`src/ctsl_pkg.sv`:
```
// Package with register map, field layout and constants for the timer slice
// Operation
// Stop-on-receive set: halt countdown once receiver took first four bits.
// Stop-on-receive clear: reception never halts the timer.
// Trimming auto-start modes ignore the stop-on-receive bit.
// Auto-start zero: timer starts only by software.
// Auto-start one: timer starts when transmitter ends a frame.
// Auto-start two: trimming, no underflow, start/stop on reference edges.
// Auto-start three: trimming with underflow, start/stop on reference edges.
// Auto-reload set: at zero reload and keep counting.
// Auto-reload clear: count to zero and stop until next start.
// Each underflow sets the underflow interrupt flag.
// Clock select zero: count on carrier-frequency ticks.
// Clock select one: count on divided 211,875 kHz ticks.
// Clock select two: count on preceding timer underflows.
// Clock select three: count on following timer underflows.
// Every start event loads counter from the two reload bytes.
// Reload byte writes affect only the next start event.
// Live count readable as high and low bytes, read only.
// Preceding timer count readable as high and low bytes, read only.
// Host avoids reading count bytes while a frame is received.
// Running bit with modify-enable starts/stops; running bit reads status.
// Running counter decrements one per tick; underflow is step from zero.
// Control bits six and two read zero and ignore writes.
package ctsl_pkg;

  // Register indices; byte address is four times the index
  localparam logic [7:0] CTSL_IDX_START_STOP = 8'h0e;
  localparam logic [7:0] CTSL_IDX_NB_CNT_HI = 8'h12;
  localparam logic [7:0] CTSL_IDX_NB_CNT_LO = 8'h13;
  localparam logic [7:0] CTSL_IDX_CONTROL = 8'h14;
  localparam logic [7:0] CTSL_IDX_RELOAD_HI = 8'h15;
  localparam logic [7:0] CTSL_IDX_RELOAD_LO = 8'h16;
  localparam logic [7:0] CTSL_IDX_CNT_HI = 8'h17;
  localparam logic [7:0] CTSL_IDX_CNT_LO = 8'h18;
  localparam logic [7:0] CTSL_IDX_IRQ_STATUS = 8'h20;

  // Control byte layout
  localparam int CTSL_CTL_STOP_RX = 7;
  localparam int CTSL_CTL_START_HI = 5;
  localparam int CTSL_CTL_START_LO = 4;
  localparam int CTSL_CTL_AUTO_RELOAD = 3;
  localparam int CTSL_CTL_CLK_HI = 1;
  localparam int CTSL_CTL_CLK_LO = 0;
  localparam logic [7:0] CTSL_CTL_WR_MASK = 8'hbb;

  // Shared start/stop byte layout
  localparam int CTSL_SS_RUNNING = 5;
  localparam int CTSL_SS_MODIFY = 1;

  // Reset values
  localparam logic [7:0] CTSL_CTL_RESET = 8'h00;
  localparam logic [7:0] CTSL_RELOAD_RESET = 8'h00;
  localparam logic [15:0] CTSL_COUNT_RESET = 16'h0000;

  // Carrier ticks per divided tick: 13.56 MHz / 211,875 kHz
  localparam int CTSL_DIV_RATIO = 64;

  // Auto-start modes
  typedef enum logic [1:0] {
    CTSL_START_SW = 2'b00,
    CTSL_START_TX_END = 2'b01,
    CTSL_START_TRIM = 2'b10,
    CTSL_START_TRIM_UF = 2'b11
  } ctsl_start_t;

  // Clock sources
  typedef enum logic [1:0] {
    CTSL_CLK_CARRIER = 2'b00,
    CTSL_CLK_DIVIDED = 2'b01,
    CTSL_CLK_PREV_UF = 2'b10,
    CTSL_CLK_NEXT_UF = 2'b11
  } ctsl_clk_t;

endpackage : ctsl_pkg

```
`src/ctsl_timer.sv`:
```
// One countdown timer slice with APB register access
`timescale 1ns/1ns
module ctsl_timer
  import ctsl_pkg::*;
#(
  parameter int CNT_W = 16
) (
  // Clock and reset
  input wire logic ref_clk_i,
  input wire logic sys_rst_i,
  // APB slave
  input wire logic psel_i,
  input wire logic penable_i,
  input wire logic pwrite_i,
  input wire logic [31:0] paddr_i,
  input wire logic [31:0] pwdata_i,
  output logic [31:0] prdata_o,
  output logic pready_o,
  output logic pslverr_o,
  // Events from the reader core, same clock
  input wire logic carrier_tick_i,
  input wire logic tx_end_i,
  input wire logic rx_first_nibble_i,
  input wire logic prev_underflow_i,
  input wire logic next_underflow_i,
  input wire logic [CNT_W-1:0] prev_count_i,
  // Trimming reference pin, asynchronous
  input wire logic trim_ref_i,
  // Timer status
  output logic underflow_o,
  output logic running_o,
  output logic underflow_irq_flag_o
);

  // Register state
  logic [7:0] control_q;
  logic [7:0] reload_high_q;
  logic [7:0] reload_low_q;
  logic [CNT_W-1:0] count_q;
  logic running_q;
  logic irq_flag_q;
  logic underflow_q;

  // APB answer state
  logic pready_q;
  logic pslverr_q;
  logic [31:0] prdata_q;

  // Divider and synchroniser state
  logic [5:0] div_cnt_q;
  logic div_tick_q;
  logic trim_meta_q;
  logic trim_sync_q;
  logic trim_prev_q;

  // Decoded control fields
  ctsl_start_t start_sel;
  ctsl_clk_t clk_sel;
  logic stop_on_receive;
  logic auto_reload_enable;
  logic trim_mode;

  // Bus decode
  logic [7:0] reg_idx;
  logic addr_aligned;
  logic addr_hit;
  logic acc_done;
  logic wr_done;
  logic [7:0] rd_byte;

  // Timer events
  logic tick;
  logic trim_edge;
  logic sw_start;
  logic sw_stop;
  logic hw_start;
  logic hw_stop;
  logic at_zero;
  logic uf_event;

  assign start_sel = ctsl_start_t'(control_q[CTSL_CTL_START_HI:
                                              CTSL_CTL_START_LO]);
  assign clk_sel = ctsl_clk_t'(control_q[CTSL_CTL_CLK_HI:CTSL_CTL_CLK_LO]);
  assign stop_on_receive = control_q[CTSL_CTL_STOP_RX];
  assign auto_reload_enable = control_q[CTSL_CTL_AUTO_RELOAD];
  assign trim_mode = (start_sel == CTSL_START_TRIM) ||
                     (start_sel == CTSL_START_TRIM_UF);

  // Address decode: byte address is the index times four
  assign reg_idx = paddr_i[9:2];
  assign addr_aligned = (paddr_i[1:0] == 2'b00) && (paddr_i[31:10] == '0);
  always_comb begin
    case (reg_idx)
      CTSL_IDX_START_STOP,
      CTSL_IDX_NB_CNT_HI,
      CTSL_IDX_NB_CNT_LO,
      CTSL_IDX_CONTROL,
      CTSL_IDX_RELOAD_HI,
      CTSL_IDX_RELOAD_LO,
      CTSL_IDX_CNT_HI,
      CTSL_IDX_CNT_LO,
      CTSL_IDX_IRQ_STATUS: addr_hit = addr_aligned;
      default: addr_hit = 1'b0;
    endcase
  end

  // Access completes at the edge where our registered pready is high
  assign acc_done = psel_i && penable_i && pready_q;
  assign wr_done = acc_done && pwrite_i && addr_hit;

  // Read mux; the count bytes are live and may tear during reception
  always_comb begin
    case (reg_idx)
      CTSL_IDX_START_STOP: begin
        rd_byte = 8'h00;
        rd_byte[CTSL_SS_RUNNING] = running_q;
      end
      CTSL_IDX_NB_CNT_HI: rd_byte = prev_count_i[15:8];
      CTSL_IDX_NB_CNT_LO: rd_byte = prev_count_i[7:0];
      CTSL_IDX_CONTROL: rd_byte = control_q & CTSL_CTL_WR_MASK;
      CTSL_IDX_RELOAD_HI: rd_byte = reload_high_q;
      CTSL_IDX_RELOAD_LO: rd_byte = reload_low_q;
      CTSL_IDX_CNT_HI: rd_byte = count_q[15:8];
      CTSL_IDX_CNT_LO: rd_byte = count_q[7:0];
      CTSL_IDX_IRQ_STATUS: rd_byte = {7'h00, irq_flag_q};
      default: rd_byte = 8'h00;
    endcase
  end

  // APB answer: one wait state so every bus output leaves a flip-flop
  always_ff @(posedge ref_clk_i) begin
    if (sys_rst_i) begin
      pready_q <= 1'b0;
      pslverr_q <= 1'b0;
      prdata_q <= 32'h0000_0000;
    end else if (psel_i && penable_i && !pready_q) begin
      pready_q <= 1'b1;
      pslverr_q <= !addr_hit;
      prdata_q <= (pwrite_i || !addr_hit) ? 32'h0000_0000
                                          : {24'h00_0000, rd_byte};
    end else begin
      pready_q <= 1'b0;
      pslverr_q <= 1'b0;
    end
  end

  // Control and reload bytes; reserved control bits never store
  always_ff @(posedge ref_clk_i) begin
    if (sys_rst_i) begin
      control_q <= CTSL_CTL_RESET;
      reload_high_q <= CTSL_RELOAD_RESET;
      reload_low_q <= CTSL_RELOAD_RESET;
    end else if (wr_done) begin
      case (reg_idx)
        CTSL_IDX_CONTROL: control_q <= pwdata_i[7:0] & CTSL_CTL_WR_MASK;
        CTSL_IDX_RELOAD_HI: reload_high_q <= pwdata_i[7:0];
        CTSL_IDX_RELOAD_LO: reload_low_q <= pwdata_i[7:0];
        default: ;
      endcase
    end
  end

  // Carrier divider; ratio is exact, so no drift against the carrier
  always_ff @(posedge ref_clk_i) begin
    if (sys_rst_i) begin
      div_cnt_q <= 6'h00;
      div_tick_q <= 1'b0;
    end else begin
      div_tick_q <= 1'b0;
      if (carrier_tick_i) begin
        if (div_cnt_q == 6'(CTSL_DIV_RATIO - 1)) begin
          div_cnt_q <= 6'h00;
          div_tick_q <= 1'b1;
        end else begin
          div_cnt_q <= div_cnt_q + 6'h01;
        end
      end
    end
  end

  // Trimming reference crosses in through two flip-flops
  always_ff @(posedge ref_clk_i) begin
    if (sys_rst_i) begin
      trim_meta_q <= 1'b0;
      trim_sync_q <= 1'b0;
      trim_prev_q <= 1'b0;
    end else begin
      trim_meta_q <= trim_ref_i;
      trim_sync_q <= trim_meta_q;
      trim_prev_q <= trim_sync_q;
    end
  end
  assign trim_edge = trim_sync_q && !trim_prev_q;

  // Tick source selection
  always_comb begin
    case (clk_sel)
      CTSL_CLK_CARRIER: tick = carrier_tick_i;
      CTSL_CLK_DIVIDED: tick = div_tick_q;
      CTSL_CLK_PREV_UF: tick = prev_underflow_i;
      CTSL_CLK_NEXT_UF: tick = next_underflow_i;
      default: tick = 1'b0;
    endcase
  end

  // Start and stop requests
  assign sw_start = wr_done && (reg_idx == CTSL_IDX_START_STOP) &&
                    pwdata_i[CTSL_SS_MODIFY] &&
                    pwdata_i[CTSL_SS_RUNNING];
  assign sw_stop = wr_done && (reg_idx == CTSL_IDX_START_STOP) &&
                   pwdata_i[CTSL_SS_MODIFY] &&
                   !pwdata_i[CTSL_SS_RUNNING];
  // The transmit-end and both trimming modes start by themselves; mode zero never does
  assign hw_start = ((start_sel == CTSL_START_TX_END) && tx_end_i) ||
                    (trim_mode && trim_edge && !running_q);
  // Receive stop only outside trimming modes
  assign hw_stop = running_q &&
                   ((stop_on_receive && !trim_mode && rx_first_nibble_i) ||
                    (trim_mode && trim_edge));

  assign at_zero = (count_q == '0);
  // Trimming without underflow holds at zero instead of wrapping
  assign uf_event = running_q && tick && at_zero &&
                    (start_sel != CTSL_START_TRIM);

  // Counter and running state; software requests win over hardware events
  always_ff @(posedge ref_clk_i) begin
    if (sys_rst_i) begin
      count_q <= CTSL_COUNT_RESET;
      running_q <= 1'b0;
    end else if (sw_start || (hw_start && !sw_stop)) begin
      count_q <= {reload_high_q, reload_low_q};
      running_q <= 1'b1;
    end else if (sw_stop || hw_stop) begin
      running_q <= 1'b0;
    end else if (uf_event) begin
      if (auto_reload_enable) begin
        count_q <= {reload_high_q, reload_low_q};
      end else begin
        running_q <= 1'b0;
      end
    end else if (running_q && tick && !at_zero) begin
      count_q <= count_q - CNT_W'(1);
    end
  end

  // Underflow pulse for neighbours and the sticky flag; set beats clear
  always_ff @(posedge ref_clk_i) begin
    if (sys_rst_i) begin
      underflow_q <= 1'b0;
      irq_flag_q <= 1'b0;
    end else begin
      underflow_q <= uf_event;
      if (uf_event) begin
        irq_flag_q <= 1'b1;
      end else if (wr_done && (reg_idx == CTSL_IDX_IRQ_STATUS) &&
                   pwdata_i[0]) begin
        irq_flag_q <= 1'b0;
      end
    end
  end

  // Outputs straight from flip-flops
  assign prdata_o = prdata_q;
  assign pready_o = pready_q;
  assign pslverr_o = pslverr_q;
  assign underflow_o = underflow_q;
  assign running_o = running_q;
  assign underflow_irq_flag_o = irq_flag_q;

endmodule : ctsl_timer

```
`config.mk`:
```
export PLATFORM = sky130hd
export DESIGN_NAME = ctsl_timer
export DESIGN_NICKNAME = d
export VERILOG_FILES = /design/src/ctsl_pkg.sv /design/src/ctsl_timer.sv
export SDC_FILE = /design/constraint.sdc
export NUM_CORES = 1
export LEC_CHECK = 0
export BUFFER_PORTS_ARGS = -buffer_cell sky130_fd_sc_hd__buf_2
export CAP_MARGIN = 30
export CORE_ASPECT_RATIO = 1.4
export CORE_MARGIN = 2
export CORE_UTILIZATION = 50
export CTS_CLUSTER_DIAMETER = 30
export CTS_CLUSTER_SIZE = 25
export DETAILED_ROUTE_END_ITERATION = 7
export PLACE_DENSITY = 0.8
export SLEW_MARGIN = 20
export SYNTH_ARGS = -nofsm -noshare
export SYNTH_HDL_FRONTEND = slang
export SYNTH_SLANG_ARGS = --single-unit
```
`constraint.sdc`:
```
create_clock -name ref_clk_i -period 2.8 [get_ports ref_clk_i]
set_clock_uncertainty 0.15 [all_clocks]
set_input_delay 0.14 -clock ref_clk_i [delete_from_list [all_inputs] [get_ports ref_clk_i]]
set_output_delay 0.14 -clock ref_clk_i [all_outputs]
set_load 0.05 [all_outputs]
```
After elaboration in Yosys (flattened, before gate mapping)
Index checks and enable logic that the tools add are counted.
{ "word_totals": {"reg_bits": 85, "in_bits": 91, "out_inout_bits": 37, "word_cells": 110} }
{ "classes": {"n_addsub": 2, "n_eq_ne": 20, "n_mux": 18, "bitwise_logic": 2, "n_reduce_logical": 53} }
{ "ops": {"columns": ["op", "count"], "rows": [
  ["$mux 16", 5],
  ["$pmux 8 s9", 1],
  ["$eq 8x5->1 const B", 7],
  ["$logic_and 1x1->1", 24],
  ["$logic_not 22->1", 1],
  ["$logic_not 16->1", 1],
  ["$sub 16x1->16 const B", 1],
  ["$mux 1", 9],
  ["$reduce_or 9->1", 1],
  ["$eq 2x2->1 const B", 4],
  ["$eq 8x4->1 const B", 1],
  ["$eq 8x6->1 const B", 1],
  ["$logic_not 1->1", 8],
  ["$mux 8", 1],
  ["$reduce_and 2->1", 4],
  ["$add 6x1->6 const B", 1],
  ["$eq 6x6->1 const B", 1],
  ["$logic_or 1x1->1", 6],
  ["$mux 6", 1],
  ["$reduce_bool 3->1", 2],
  ["$eq 2x1->1 const B", 2],
  ["$logic_not 2->1", 2],
  ["$ne 2x2->1 const B", 2],
  ["$pmux 1 s4", 1],
  ["6 further kinds", 8]
]} }

Depth between registers and ports, before layout
{ "depth": {"ltp_word": 12, "depth_mapped": 9, "mapped_depth_nobuf": 8} }

Worst setup path before layout
No wires, ideal clock.
{ "synth_timing": {"kind": "flip-flop to flip-flop", "start": "register pready_q, in the netlist pready_o", "end": "register count_q[14]", "setup_ns": 0.095, "arrival_ns": 2.374, "required_time_ns": 2.555, "path_slack_ns": 0.181, "path_stages_with_launch": 10, "n_path_buf": 3, "period_less_slack_ns": 2.619, "cell_sequence": "dfxtp_1 and4_1 clkbuf_1 nand4_1 or3_1 buf_2 nand2_1 buf_4 o21ai_0 a221oi_1"} }
{ "synth_between": {"elab_chain_len": 11, "word_cells_on_any_way": 16, "classes_between": "2 x eq/ne; 1 x mux; 13 x reduce/logical"} }
{ "synth_rtl": {"columns": ["item", "line_no", "text"], "rows": [
  ["start: declaration", "ctsl_timer.sv:45", "logic pready_q;"],
  ["start signal: assignment", "ctsl_timer.sv:133", "pready_q <= 1'b0;"],
  ["start signal: assignment", "ctsl_timer.sv:137", "pready_q <= 1'b1;"],
  ["start signal: assignment", "ctsl_timer.sv:142", "pready_q <= 1'b0;"],
  ["$logic_and 1x1->1 (*)", "ctsl_timer.sv:108", "assign acc_done = psel_i && penable_i && pready_q;"],
  ["$logic_and 1x1->1 (*) (2 in a row)", "ctsl_timer.sv:109", "assign wr_done = acc_done && pwrite_i && addr_hit;"],
  ["$logic_and 1x1->1 (*) (2 in a row)", "ctsl_timer.sv:207, ctsl_timer.sv:210", null],
  ["$logic_and 1x1->1", "ctsl_timer.sv:211", "pwdata_i[CTSL_SS_MODIFY] &&"],
  ["$logic_not 1->1", "ctsl_timer.sv:231", "end else if (sw_start || (hw_start && !sw_stop)) begin"],
  ["$logic_and 1x1->1", "ctsl_timer.sv:231", null],
  ["$logic_or 1x1->1", "ctsl_timer.sv:231", null],
  ["$ne 3x2->1 (no source line), or another cell as far along", null, null],
  ["$reduce_and 3->1 (no source line)", null, null],
  ["end signal: assignment", "ctsl_timer.sv:232", "count_q <= {reload_high_q, reload_low_q};"],
  ["end signal: assignment", "ctsl_timer.sv:238", "count_q <= {reload_high_q, reload_low_q};"],
  ["end signal: assignment", "ctsl_timer.sv:243", "count_q <= count_q - CNT_W'(1);"],
  ["end: declaration", "ctsl_timer.sv:39", "logic [CNT_W-1:0] count_q;"]
]} }
Mark *: on every way between the ends. The rest lies on a longest branch, timed or not.
A chain may end at the register's enable or synchronous reset.

Worst setup path in the final report
{ "layout_timing": {"start": "input pwrite_i", "end": "register count_q[5]"} }
{ "layout_between": {"elab_chain_len": 10, "word_cells_on_any_way": 15, "classes_between": "2 x eq/ne; 1 x mux; 12 x reduce/logical"} }
{ "layout_rtl": {"columns": ["item", "line_no", "text"], "rows": [
  ["start: declaration", "ctsl_timer.sv:14", "input wire logic pwrite_i,"],
  ["$logic_and 1x1->1 (*) (2 in a row)", "ctsl_timer.sv:109", null],
  ["$logic_and 1x1->1 (*) (2 in a row)", "ctsl_timer.sv:207, ctsl_timer.sv:210", null],
  ["$logic_and 1x1->1", "ctsl_timer.sv:211", null],
  ["$logic_not 1->1", "ctsl_timer.sv:231", null],
  ["$logic_and 1x1->1", "ctsl_timer.sv:231", null],
  ["$logic_or 1x1->1", "ctsl_timer.sv:231", null],
  ["$ne 3x2->1 (no source line), or another cell as far along", null, null],
  ["$reduce_and 3->1 (no source line)", null, null]
]} }
Marks and branches as above.

==> results.toml <==
[clocking]
numCtsBuffers = 9
htreeDepth = 3
cts.path.max_buffers = 2
cts.clk_slew.worst_paths_ns = 0.07
worst_skew_pair.late_latency_ns = 0.35
cts_tree = "yes"
post_cts.repair.setup_buffers = 0
cts-root-buf = "clkbuf_8"
cts_num_sinks = 61

[setup_path]
crit_chain = "dlygate4sd3_1 -> buf_2 -> and4_1 -> nand4_1 -> or3_1 -> buf_4 -> nand2_1 -> o21ai_0 -> a221oi_1"
cp.required_ns = 2.90
crit_path_max_incr_delay_ns = 0.52
path_delay_family = "simple AND/OR/NAND/NOR gates"
arrival_ns = 2.67
crit_cells = 9
worstPathMaxFanout = 12
worst_setup_path_end_kind = "flip-flop"
slowest_stage = "dlygate4sd3_1"
critPathLaunchType = "input port"
critPathKind = "input port to flip-flop"
cp_num_buf_inv = 3
rr_worst_depth = 8

[timing]
finalHoldViolCount = 0
holdWs_ns = 0.119
max-slew-margin-rel_pct = 60.6
period_share_pct = 91.8
max_freq_mhz = 389
fin_setup_tns_ns = 0
rsz0062_at_grt = "false"
slew_viol_final = 0
setup_viol = 0
min_period_ns = 2.57
worst_slew_pin_slew_ns = 0.591

[synth]
ys_warn_count = 0
syn_area_per_cell_um2 = 8.62
synth_compound_area_share_pct = 18.3
synth_xor_area_share_pct = 0.722
synthArstFlopShare_pct = 0
synth_edf_count = 0
synth_simple_gate_area_share_pct = 23.3
synth.most_common_cell = "dfxtp_1"
syn-instance-count = 422
synthMuxAreaShare_pct = 14.0
synthFlopType = "dfxtp_1"
synthTopCellsByCount = "61 x dfxtp_1, 50 x nor2_1, 31 x nand2_1"
synth_top_family_by_area = "simple AND/OR/NAND/NOR gates"
synth.distinct_cells = 66
synth_top_area_share_pct = 33.6
synth_top_area_cell = "dfxtp_1"
synth-adder-area-share_pct = 1.03
ys_seq_area_share_pct = 33.6
synth-seq-cells = 61
netlist_top_cells_area = "dfxtp_1 34%, mux2i_1 7.2%, buf_4 5.4%"
syn-cell-area_um2 = 3640

[global_route]
grt_first_pass_wirelength_um = 17100
grt_overflow = 0
antenna_found_initial = 0
grt_busiest_layer = "met2"
grt_max_degree = 32
grt_pass1_vias = 3581
grt_use_met2_pct = 46.0
gr-usage-all-layers_pct = 26.8
use_met3_pct = 5.87
use_met1_pct = 30.0

[floorplanning]
core_area_um2 = 7030
num_rows = 36
start_util_pct = 51.8
dieArea_um2 = 7980
die_w_um = 76.1
io_pins = 128
chipHeight_um = 105

[final_layout]
area_delta_synth_final_pct = 22.5
final_area_um2 = 4450
instances_no_fill = 620
nets = 614
drive_gt1_share_pct = 27.8
diodes = 0
fillCellCount = 618

[route]
dr.pass1.iters = 5
vias = 3642
viasPerCell = 5.87
drc = 0
avgRoutedWirePerCell_um = 17.0
drt_iter0_drc = 199
drt-total-wl_um = 10500
ant_nets = 0

[place]
port_buffers = 79
gp_congestion = 0.929
dpl_cell_area_um2 = 4110
dp_cells = 593
hpwlAfterDp_um = 7670

[run_status]
status = "complete, no violations"

[power_and_ir_drop]
leakage_nw = 2.03
power_density_nw_per_um2 = 451
power_mw = 2.01
irDropWorstVdd_mv = 0.289

[hold_path]
holdPathStages = 2
min_path_type = "input port to flip-flop"

[flow_run]
maxCapViolCount = 0
-- power by group --
part | internal [mW] | total (mW) | switching, mW
logic | 0.0745 | 0.225 | 0.150
clock network | 0.551 | 0.908 | 0.358
registers | 0.873 | 0.876 | 0.00314
total | 1.50 | 2.01 | 0.511
-- path summary, 6_finish.rpt --
path,slack (ns),startpoint,to
worst max-delay path,0.23,pwrite_i,count_q[5]
worst min-delay path,0.12,sys_rst_i,control_q[5]
worst max register to register,0.30,count_q[0],count_q[11]
worst min register to register,0.30,trim_meta_q,trim_sync_q
-- per-layer routing --
metal / vias to the layer above / wire length [µm]
li1: 1712 / -
met1: 1715 / 4020
met2: 167 / 5300
met3: 48 / 625
met4: 0 / 590
met5: - / 0
-- layout make-up --
type	instances	area, µm²	area share [%]
well taps	95	119	2.67
clock buffers	13	159	3.57
clock inverters	3	67.6	1.52
repair buffers	110	656	14.7
inverters	13	48.8	1.10
flip-flops and latches	61	1220	27.4
multi-input cells	325	2180	49.0
-- state kept, by name (all words and copies together), names as in the netlist, 6 cells and up --
signal and flops:
count_q 16, reload_low_q 8, div_cnt_q 6, reload_high_q 8
prdata_o 8, control_q 6
-- through the flow --
stage	util, %	setup WS, ns
4_1_cts	63.3	0.195
3_5_place_dp	58.5	0.214
6_report	63.4	0.229
5_1_grt	63.4	0.0776
3_3_place_gp	58.5	0.261
2_1_floorplan	-	0.181
-- kinds of logic (layout without fill, tap and decap cells) --
family,Yosys count,in the layout
AND/OR/NAND/NOR,154,154
adder cells (fa/ha/maj),3,3
AO/OA/AOI/OAI,97,97
XOR/XNOR,3,3
flip-flops,61,61
multiplexers,44,44
buffers and inverters,59,139
other,1,24
-- cell usage in the layout, fill, tap and decap left out, drive strengths merged, types with 12 or more instances in the layout --
cell	n
a21oi	19
a22oi	15
buf	99
clkbuf	13
conb	24
dfxtp	61
inv	12
mux2	14
mux2i	26
nand2	31
nor2	51
o21ai	24
-- repair_timing --
action                     in CTS  in global routing
hold buffers                   11                  0
hold endpoints to repair       25                  0
setup endpoints to repair       0                  2
resized for setup               0                  1
(Power assumes the default switching activity.)
